### src/sdm_pkg.sv
// constants shared by the step and direction microstep driver logic
`default_nettype none
package sdm_pkg;
   // register byte offsets
   localparam logic [4:0] OFF_CTRL = 5'h00;
   localparam logic [4:0] OFF_STATUS = 5'h04;
   localparam logic [4:0] OFF_POSITION = 5'h08;
   localparam logic [4:0] OFF_IRQ_STATUS = 5'h0c;
   localparam logic [4:0] OFF_IRQ_CLEAR = 5'h10;
   localparam logic [4:0] OFF_IRQ_ENABLE = 5'h14;
   // control fields
   localparam int CTRL_HOLD_REDUCE_BIT = 0;
   localparam logic [31:0] CTRL_RESET = 32'h0000_0001;
   // status fields
   localparam int STS_ENABLE_BIT = 0;
   localparam int STS_FAULT_BIT = 1;
   localparam int STS_RES_BIT = 2;
   localparam int STS_BOOST_BIT = 3;
   localparam int STS_IDLE_BIT = 4;
   localparam int STS_DRV_BIT = 5;
   localparam int STS_CUR_LSB = 8;
   // interrupt bits
   localparam int IRQ_FAULT_BIT = 0;
   localparam int IRQ_IDLE_BIT = 1;
   localparam int IRQ_IGNORED_BIT = 2;
   localparam int IRQ_W = 3;
   localparam logic [IRQ_W-1:0] IRQ_EN_RESET = 3'h0;
   // winding current levels
   localparam logic [1:0] CUR_OFF = 2'h0;
   localparam logic [1:0] CUR_HOLD = 2'h1;
   localparam logic [1:0] CUR_NOM = 2'h2;
   localparam logic [1:0] CUR_BOOST = 2'h3;
   // phase grid: 256 microsteps per full step, four full steps per electrical turn
   localparam int PHASE_W = 10;
   localparam logic [PHASE_W-1:0] PHASE_INC_FINE = 10'h001;
   localparam logic [PHASE_W-1:0] PHASE_INC_COARSE = 10'h020;
   // timing
   localparam int CLK_PERIOD_NS = 50;
   localparam int STANDSTILL_US = 100000;
   localparam int STANDSTILL_CYC = (STANDSTILL_US * 1000) / CLK_PERIOD_NS;
   localparam int IDLE_CNT_W = 24;
   typedef enum logic [1:0] {ST_OFF, ST_RUN, ST_FAULT} sdm_state_e;
endpackage // sdm_pkg
`default_nettype wire

### src/sdm_driver.sv
// step and direction microstep driver logic with Avalon-MM register slave
// Operation
// - one microstep per accepted step rising edge
// - resolution low 1/8, high 1/256
// - direction low clockwise, high counter-clockwise
// - enable low removes current, high energizes
// - resolution taken only while enable low
// - boost high raises current above nominal
// - standstill lowers current to two thirds
// - overtemperature or supply fault latches shutdown
// - restart needs enable rise after fault clears
//
// Chosen here: register access over Avalon-MM and the placing of the registers.
`default_nettype none
module sdm_driver #(
   parameter int unsigned STANDSTILL_CYCLES = sdm_pkg::STANDSTILL_CYC
) (
   // clock and reset
   input wire logic clk_sys_i,
   input wire logic sys_rst_i,
   // motion inputs
   input wire logic step_i,
   input wire logic dir_i,
   input wire logic res_sel_i,
   input wire logic enable_i,
   input wire logic boost_i,
   // protection comparators
   input wire logic over_temp_i,
   input wire logic supply_fault_i,
   // power stage
   output logic drv_en_o,
   output logic [1:0] cur_level_o,
   output logic [sdm_pkg::PHASE_W-1:0] phase_o,
   output logic fault_o,
   // avalon-mm slave
   input wire logic [4:0] avs_address_i,
   input wire logic avs_read_i,
   input wire logic avs_write_i,
   input wire logic [31:0] avs_writedata_i,
   output logic [31:0] avs_readdata_o,
   output logic avs_waitrequest_o,
   // interrupt
   output logic irq_o
);
   sdm_pkg::sdm_state_e state_q, state_d;
   logic step_rise, en_rise, en_level;
   logic fault_cond, run, step_take, step_ignored;
   logic idle, idle_q;
   logic res_q, dir_lvl;
   logic [31:0] pos_q;
   logic [sdm_pkg::PHASE_W-1:0] phase_q, phase_inc;
   logic [1:0] cur_d, cur_q;
   logic drv_q, fault_q;
   logic [31:0] ctrl_q;
   logic [sdm_pkg::IRQ_W-1:0] ists_q, ists_d, ien_q, irq_events, irq_clr;
   logic irq_q;
   logic wait_q;
   logic [31:0] rdata_q, rdata_d, status_w;
   logic bus_req, bus_done, wr_done;

   sdm_edge u_step_edge (
      .clk_sys_i(clk_sys_i),
      .sys_rst_i(sys_rst_i),
      .sig_i(step_i),
      .level_o(),
      .rise_o(step_rise)
   );

   sdm_edge u_en_edge (
      .clk_sys_i(clk_sys_i),
      .sys_rst_i(sys_rst_i),
      .sig_i(enable_i),
      .level_o(en_level),
      .rise_o(en_rise)
   );

   sdm_idle_timer #(
      .CYCLES(STANDSTILL_CYCLES)
   ) u_idle (
      .clk_sys_i(clk_sys_i),
      .sys_rst_i(sys_rst_i),
      .active_i(run),
      .kick_i(step_take),
      .idle_o(idle)
   );

   assign fault_cond = over_temp_i | supply_fault_i;
   assign run = (state_q == sdm_pkg::ST_RUN);
   assign step_take = step_rise & run;
   assign step_ignored = step_rise & ~run;
   assign dir_lvl = dir_i;
   assign phase_inc = res_q ? sdm_pkg::PHASE_INC_FINE : sdm_pkg::PHASE_INC_COARSE;

   // drive state
   always_comb begin
      state_d = state_q;
      case (state_q)
         sdm_pkg::ST_OFF: begin
            if (fault_cond) begin
               state_d = sdm_pkg::ST_FAULT;
            end else if (enable_i) begin
               state_d = sdm_pkg::ST_RUN;
            end
         end
         sdm_pkg::ST_RUN: begin
            if (fault_cond) begin
               state_d = sdm_pkg::ST_FAULT;
            end else if (!enable_i) begin
               state_d = sdm_pkg::ST_OFF;
            end
         end
         sdm_pkg::ST_FAULT: begin
            if (!fault_cond && en_rise) begin
               state_d = sdm_pkg::ST_RUN;
            end
         end
         default: begin
            state_d = sdm_pkg::ST_FAULT;
         end
      endcase
   end

   // current level: standstill reduction wins over boost since holding needs no extra torque
   always_comb begin
      if (state_d != sdm_pkg::ST_RUN) begin
         cur_d = sdm_pkg::CUR_OFF;
      end else if (idle && ctrl_q[sdm_pkg::CTRL_HOLD_REDUCE_BIT] && !step_take) begin
         cur_d = sdm_pkg::CUR_HOLD;
      end else if (boost_i) begin
         cur_d = sdm_pkg::CUR_BOOST;
      end else begin
         cur_d = sdm_pkg::CUR_NOM;
      end
   end

   always_ff @(posedge clk_sys_i) begin
      if (sys_rst_i) begin
         state_q <= sdm_pkg::ST_OFF;
         drv_q <= 1'b0;
         fault_q <= 1'b0;
         cur_q <= sdm_pkg::CUR_OFF;
         idle_q <= 1'b0;
      end else begin
         state_q <= state_d;
         drv_q <= (state_d == sdm_pkg::ST_RUN);
         fault_q <= (state_d == sdm_pkg::ST_FAULT);
         cur_q <= cur_d;
         idle_q <= idle;
      end
   end

   // resolution follows pin only while disabled
   always_ff @(posedge clk_sys_i) begin
      if (sys_rst_i) begin
         res_q <= 1'b0;
      end else if (!enable_i) begin
         res_q <= res_sel_i;
      end
   end

   always_ff @(posedge clk_sys_i) begin
      if (sys_rst_i) begin
         pos_q <= 32'h0000_0000;
         phase_q <= '0;
      end else if (step_take && !dir_lvl) begin
         pos_q <= pos_q + 32'h0000_0001;
         phase_q <= phase_q + phase_inc;
      end else if (step_take) begin
         pos_q <= pos_q - 32'h0000_0001;
         phase_q <= phase_q - phase_inc;
      end
   end

   // interrupts: hardware set wins over a software clear in the same cycle
   assign irq_events[sdm_pkg::IRQ_FAULT_BIT] = (state_d == sdm_pkg::ST_FAULT) & ~fault_q;
   assign irq_events[sdm_pkg::IRQ_IDLE_BIT] = idle & ~idle_q;
   assign irq_events[sdm_pkg::IRQ_IGNORED_BIT] = step_ignored;
   assign irq_clr = (wr_done && avs_address_i == sdm_pkg::OFF_IRQ_CLEAR) ?
      avs_writedata_i[sdm_pkg::IRQ_W-1:0] : '0;
   assign ists_d = (ists_q & ~irq_clr) | irq_events;

   always_ff @(posedge clk_sys_i) begin
      if (sys_rst_i) begin
         ists_q <= '0;
         irq_q <= 1'b0;
      end else begin
         ists_q <= ists_d;
         irq_q <= |(ists_d & ien_q);
      end
   end

   // bus: one wait cycle, so every access completes on the second edge after it is raised
   assign bus_req = avs_read_i | avs_write_i;
   assign bus_done = bus_req & ~wait_q;
   assign wr_done = avs_write_i & ~wait_q;

   always_comb begin
      status_w = 32'h0000_0000;
      status_w[sdm_pkg::STS_ENABLE_BIT] = en_level;
      status_w[sdm_pkg::STS_FAULT_BIT] = fault_q;
      status_w[sdm_pkg::STS_RES_BIT] = res_q;
      status_w[sdm_pkg::STS_BOOST_BIT] = boost_i;
      status_w[sdm_pkg::STS_IDLE_BIT] = idle_q;
      status_w[sdm_pkg::STS_DRV_BIT] = drv_q;
      status_w[sdm_pkg::STS_CUR_LSB +: 2] = cur_q;
   end

   always_comb begin
      if (avs_address_i == sdm_pkg::OFF_CTRL) begin
         rdata_d = ctrl_q;
      end else if (avs_address_i == sdm_pkg::OFF_STATUS) begin
         rdata_d = status_w;
      end else if (avs_address_i == sdm_pkg::OFF_POSITION) begin
         rdata_d = pos_q;
      end else if (avs_address_i == sdm_pkg::OFF_IRQ_STATUS) begin
         rdata_d = {29'h0000_0000, ists_q};
      end else if (avs_address_i == sdm_pkg::OFF_IRQ_ENABLE) begin
         rdata_d = {29'h0000_0000, ien_q};
      end else begin
         rdata_d = 32'h0000_0000;
      end
   end

   always_ff @(posedge clk_sys_i) begin
      if (sys_rst_i) begin
         wait_q <= 1'b1;
         rdata_q <= 32'h0000_0000;
      end else begin
         wait_q <= ~(bus_req & wait_q);
         rdata_q <= (avs_read_i && wait_q) ? rdata_d : rdata_q;
      end
   end

   always_ff @(posedge clk_sys_i) begin
      if (sys_rst_i) begin
         ctrl_q <= sdm_pkg::CTRL_RESET;
         ien_q <= sdm_pkg::IRQ_EN_RESET;
      end else if (wr_done && avs_address_i == sdm_pkg::OFF_CTRL) begin
         ctrl_q <= {31'h0000_0000, avs_writedata_i[sdm_pkg::CTRL_HOLD_REDUCE_BIT]};
      end else if (wr_done && avs_address_i == sdm_pkg::OFF_IRQ_ENABLE) begin
         ien_q <= avs_writedata_i[sdm_pkg::IRQ_W-1:0];
      end
   end

   assign drv_en_o = drv_q;
   assign cur_level_o = cur_q;
   assign phase_o = phase_q;
   assign fault_o = fault_q;
   assign avs_readdata_o = rdata_q;
   assign avs_waitrequest_o = wait_q;
   assign irq_o = irq_q;
endmodule // sdm_driver
`default_nettype wire

### src/sdm_edge.sv
// registered copy of a synchronous input with rising edge detect
`default_nettype none
module sdm_edge (
   // clock and reset
   input wire logic clk_sys_i,
   input wire logic sys_rst_i,
   // signal
   input wire logic sig_i,
   output logic level_o,
   output logic rise_o
);
   logic level_q;

   always_ff @(posedge clk_sys_i) begin
      if (sys_rst_i) begin
         level_q <= 1'b0;
      end else begin
         level_q <= sig_i;
      end
   end

   assign level_o = level_q;
   assign rise_o = sig_i & ~level_q;
endmodule // sdm_edge
`default_nettype wire

### src/sdm_idle_timer.sv
// standstill timer: flags idle after a quiet period with no step
`default_nettype none
module sdm_idle_timer #(
   parameter int unsigned CYCLES = 2000000
) (
   // clock and reset
   input wire logic clk_sys_i,
   input wire logic sys_rst_i,
   // control
   input wire logic active_i,
   input wire logic kick_i,
   output logic idle_o
);
   localparam int unsigned LAST_FULL = CYCLES - 1;
   localparam logic [sdm_pkg::IDLE_CNT_W-1:0] LAST = LAST_FULL[sdm_pkg::IDLE_CNT_W-1:0];
   logic [sdm_pkg::IDLE_CNT_W-1:0] cnt_q;
   logic idle_q;

   always_ff @(posedge clk_sys_i) begin
      if (sys_rst_i || !active_i || kick_i) begin
         cnt_q <= '0;
         idle_q <= 1'b0;
      end else if (cnt_q == LAST) begin
         idle_q <= 1'b1;
      end else begin
         cnt_q <= cnt_q + 1'b1;
      end
   end

   assign idle_o = idle_q;
endmodule // sdm_idle_timer
`default_nettype wire

### config.mk
export PLATFORM = sky130hd
export DESIGN_NAME = sdm_driver
export DESIGN_NICKNAME = d
export VERILOG_FILES = /design/src/sdm_pkg.sv /design/src/sdm_driver.sv /design/src/sdm_edge.sv /design/src/sdm_idle_timer.sv
export SDC_FILE = /design/constraint.sdc
export NUM_CORES = 1
export LEC_CHECK = 0
export BUFFER_PORTS_ARGS = -buffer_cell sky130_fd_sc_hd__buf_2
export CAP_MARGIN = 20
export CORE_MARGIN = 2
export CORE_UTILIZATION = 55
export DETAILED_ROUTE_END_ITERATION = 10
export GPL_TIMING_DRIVEN = 0
export MAX_ROUTING_LAYER = met4
export PLACE_DENSITY = 0.77
export REMOVE_ABC_BUFFERS = 1
export SKIP_LAST_GASP = 1
export SLEW_MARGIN = 20
export SYNTH_ARGS = -nofsm -noshare
export SYNTH_HDL_FRONTEND = slang
export SYNTH_SLANG_ARGS = --single-unit
### constraint.sdc
create_clock -name clk_sys_i -period 9.67 [get_ports clk_sys_i]
set_clock_uncertainty 0.2 [all_clocks]
set_input_delay 1.4505 -clock clk_sys_i [delete_from_list [all_inputs] [get_ports clk_sys_i]]
set_output_delay 1.4505 -clock clk_sys_i [all_outputs]
set_load 0.005 [all_outputs]
==> results.json <==
{
  "whs_ps": 245,
  "routed_wire_length_per_instance_um": 16.0,
  "regArea_um2": 2360,
  "synth-main-ff-cell": "sky130_fd_sc_hd__dfxtp_1",
  "holdBufCountCts": 0,
  "via_count": 6192,
  "post_route_cells_drive_above_1_share_pct": 14.3,
  "worst_setup_hold_path_clk_slew_ps": 60,
  "max-vdd-ir-drop_mv": 0.125,
  "globalRouteOverflowTotal": 0,
  "clock-root-buffer": "sky130_fd_sc_hd__clkbuf_16",
  "cap_violations": 0,
  "post-route-min-period_ps": 5000,
  "detailedPlacementHpwl_mm": 11.3,
  "postCtsSetupRepairBufs": 0,
  "worstPathRequired_ps": 9840,
  "syn-instance-count": 814,
  "synth_top_cell_by_area": "sky130_fd_sc_hd__dfxtp_1",
  "grt_antenna_before_repair": 0,
  "post_synth_fa_ha_maj_area_fraction_pct": 7.87,
  "synth_area_per_cell_um2": 8.12,
  "finalCritPeriodShare_pct": 51.7,
  "drtAntennaViolNets": 0,
  "yosys-top-cells-area": "sky130_fd_sc_hd__dfxtp_1 (36%), sky130_fd_sc_hd__ha_1 (7.6%), sky130_fd_sc_hd__a21oi_1 (6.2%)",
  "yosys.area_share.simple_pct": 24.5,
  "initial_utilization_pct": 55.7,
  "pwr_density_cell_nw_per_um2": 163,
  "final_nets": 953,
  "numClockSinks": 118,
  "cp-start-kind": "input port",
  "final-max-slew-violation-count": 0,
  "cp_data_arrival_time_ps": 5170,
  "report.final.hold_viol_count": 0,
  "outcome": "finished, final reports clean",
  "place.port_buffers": 66,
  "timing.reg2reg.setup_slack_ps": 5400,
  "drt_pass1_iterations": 5,
  "synth_top_area_share_pct": 35.7,
  "yosys_register_bits": 118,
  "post-layout-total-power_w": 0.00125,
  "cts_buffers": 17,
  "synth_enable_flop_cells": 0,
  "cts_tree": "done",
  "route.final.wire_length_mm": 16.4,
  "max_slew.worst_pin.slew_ps": 843,
  "grt_pass1_vias": 5970,
  "detail_route.vias_per_cell": 6.05,
  "main_combinational_cell_family_by_area_after_synthesis": "simple AND/OR/NAND/NOR gates",
  "htree_num_levels": 4,
  "areaGrowthSynthToFinish_pct": 16.3,
  "grt_first_pass_wirelength_mm": 27.2,
  "grt_max_degree": 61,
  "yosysWarningCount": 0,
  "synth_compound_gate_area_share_pct": 22.3,
  "worst_hold_path.num_cells": 2,
  "final_setup_viols": 0,
  "critPathCaptureType": "flop",
  "worstRegToRegCells": 12,
  "totalNegativeSetupSlack_ps": 0,
  "cts_buffer_depth": 2,
  "muxShareOfSynthArea_pct": 1.36,
  "stdcell_area_um2": 7690,
  "static-leakage-power_nw": 3.15,
  "layout_setup_ws_ps": 4670,
  "pre_cts_slack_ps": 4310,
  "setup.worst_path.class": "in -> reg",
  "die_h_um": 114,
  "unrepaired_setup_endpoints_after_global_routing": "false",
  "critical_path_peak_fanout": 36,
  "antenna-diode-count": 0,
  "place_congestion": 0.955,
  "std_cell_rows": 40,
  "hold_class": "reg -> reg",
  "total_area_of_multi_input_combinational_cells_um2": 4060,
  "placeableCoreArea_um2": 11900,
  "layout.filler_cells": 1023,
  "die_area_um2": 12900,
  "xor_xnor_cell_area_share_of_the_yosys_netlist_pct": 4.90,
  "cts-resized-gates": 0,
  "synth.yosys.seq_area_share_pct": 35.7,
  "placedInstanceArea_um2": 7090,
  "ys_async_sr_fraction_pct": 0,
  "post_synthesis_cell_area_um2": 6610,
  "clk-insertion-delay-late_ps": 430,
  "drt_iter0_markers": 423,
  "max_freq_mhz": 200,
  "top_level_ports": 96,
  "grt_use_total_pct": 26.7,
  "max-slew-margin-rel_pct": 43.8,
  "floorplan.die.width_um": 114,
  "ys_types": 73,
  "route.detailed.drc": 0
}
==> worst max-delay path, stage by stage <==
cell	delay, ps
sky130_fd_sc_hd__buf_2	120
sky130_fd_sc_hd__nand4bb_4	330
sky130_fd_sc_hd__nor2_1	400
sky130_fd_sc_hd__inv_2	400
sky130_fd_sc_hd__ha_1	520
sky130_fd_sc_hd__o21ai_0	140
sky130_fd_sc_hd__a21oi_2	200
sky130_fd_sc_hd__o221a_4	260
sky130_fd_sc_hd__nand3_2	130
sky130_fd_sc_hd__a211oi_2	280
sky130_fd_sc_hd__o221ai_1	260
sky130_fd_sc_hd__a2111oi_0	480
sky130_fd_sc_hd__a311o_1	180
==> where the power goes <==
part | total (W) | switching (W) | internal, W
Clock | 0.000640 | 0.000229 | 0.000411
Sequential | 0.000499 | 0.00000536 | 0.000493
Combinational | 0.000114 | 0.0000686 | 0.0000455
Total | 0.00125 | 0.000303 | 0.000949
==> cell type report <==
type                            instances  area share [%]
Timing Repair Buffer                   69            5.30
Multi-Input combinational cell        638            52.8
Sequential cell                       118            30.7
Clock buffer                           20            5.81
Inverter                               20           0.976
Clock inverter                         12            1.98
Tap cell                              147            2.39
==> cells in the mapped netlist, types with 2 or more instances <==
master                        n
sky130_fd_sc_hd__o21a_1       8
sky130_fd_sc_hd__a21oi_2      4
sky130_fd_sc_hd__xnor2_1     16
sky130_fd_sc_hd__a31oi_1      8
sky130_fd_sc_hd__nor3_1      27
sky130_fd_sc_hd__o311ai_1     2
sky130_fd_sc_hd__nor4_1       5
sky130_fd_sc_hd__buf_1        7
sky130_fd_sc_hd__nand2_1    101
sky130_fd_sc_hd__o22ai_1      2
sky130_fd_sc_hd__and2_1       6
sky130_fd_sc_hd__mux2i_1      9
sky130_fd_sc_hd__or2_2        2
sky130_fd_sc_hd__nand4_1     14
sky130_fd_sc_hd__a211oi_1    12
sky130_fd_sc_hd__nand3b_1     3
sky130_fd_sc_hd__o21bai_1     3
sky130_fd_sc_hd__ha_1        40
sky130_fd_sc_hd__nor2_1      72
sky130_fd_sc_hd__a221oi_1     8
sky130_fd_sc_hd__inv_1       20
sky130_fd_sc_hd__a311oi_1     2
sky130_fd_sc_hd__xor2_1      21
sky130_fd_sc_hd__dfxtp_1    118
sky130_fd_sc_hd__or3_1       17
sky130_fd_sc_hd__a2111oi_0    3
sky130_fd_sc_hd__a211o_1      4
sky130_fd_sc_hd__a21o_1      14
sky130_fd_sc_hd__nor2b_1      7
sky130_fd_sc_hd__clkbuf_1    27
sky130_fd_sc_hd__a21oi_1     82
sky130_fd_sc_hd__a311o_1      4
sky130_fd_sc_hd__and4_1       4
sky130_fd_sc_hd__o21ai_0     29
sky130_fd_sc_hd__o21ai_1      4
sky130_fd_sc_hd__and3_1      11
sky130_fd_sc_hd__o31ai_1      4
sky130_fd_sc_hd__buf_2        4
sky130_fd_sc_hd__or4b_1       2
sky130_fd_sc_hd__a22oi_1      2
sky130_fd_sc_hd__nand2b_1     8
sky130_fd_sc_hd__nand3_1     47
==> flip-flops by register name (all words and copies together), names as in the netlist, 2 cells and up <==
name            flops
avs_readdata_o     32
cur_level_o         2
ien_q               3
ists_q              3
phase_o            10
pos_q              32
state_q             2
u_idle.cnt_q       24
==> path summary, 6_finish.rpt <==
| check | startpoint | endpoint |
|---|---|---|
| worst min register to register | avs_readdata_o[25] | avs_readdata_o[25] |
| worst max register to register | u_step_edge.level_o | pos_q[28] |
| worst max-delay path | step_i | pos_q[28] |
| worst min-delay path | avs_readdata_o[25] | avs_readdata_o[25] |
==> per-stage QoR <==
stage	util [%]	cells
after global routing	64.8	1024
after global placement	58.8	989
after floorplan	-	776
after detailed placement	59.8	992
final	64.8	1024
after CTS	64.8	1024
==> cells by family (layout without fill, tap and decap cells) <==
group / count (synthesis) / in the layout
muxes: 9 / 9
adders and majority gates: 41 / 41
buffers and inverters: 58 / 121
and+or+nand+nor: 334 / 334
DFF: 118 / 118
AOI/OAI and AO/OA: 217 / 217
xor gates and xnor gates: 37 / 37
==> cell usage in the layout, fill, tap and decap left out, types with 5 or more instances in the layout <==
cell	netlist	layout
sky130_fd_sc_hd__a211oi_1	12	12
sky130_fd_sc_hd__a21o_1	14	14
sky130_fd_sc_hd__a21oi_1	82	82
sky130_fd_sc_hd__a221oi_1	8	8
sky130_fd_sc_hd__a31oi_1	8	8
sky130_fd_sc_hd__and2_1	6	5
sky130_fd_sc_hd__and3_1	11	11
sky130_fd_sc_hd__buf_2	4	65
sky130_fd_sc_hd__clkbuf_16	0	17
sky130_fd_sc_hd__dfxtp_1	118	118
sky130_fd_sc_hd__ha_1	40	40
sky130_fd_sc_hd__inv_1	20	19
sky130_fd_sc_hd__mux2i_1	9	9
sky130_fd_sc_hd__nand2_1	101	100
sky130_fd_sc_hd__nand2b_1	8	8
sky130_fd_sc_hd__nand3_1	47	47
sky130_fd_sc_hd__nand4_1	14	14
sky130_fd_sc_hd__nor2_1	72	71
sky130_fd_sc_hd__nor2b_1	7	6
sky130_fd_sc_hd__nor3_1	27	27
sky130_fd_sc_hd__nor4_1	5	5
sky130_fd_sc_hd__o21a_1	8	8
sky130_fd_sc_hd__o21ai_0	29	29
sky130_fd_sc_hd__or3_1	17	17
sky130_fd_sc_hd__xnor2_1	16	16
sky130_fd_sc_hd__xor2_1	21	21
==> layer usage <==
| layer | global-route usage [%] | wire length [um] |
|---|---|---|
| met1 | 30.4 | 7170 |
| met2 | 45.8 | 8260 |
| met3 | 5.47 | 635 |
| met4 | 11.2 | 348 |
| met5 | - | 0 |
No activity file was read; power rests on OpenSTA's default activity.
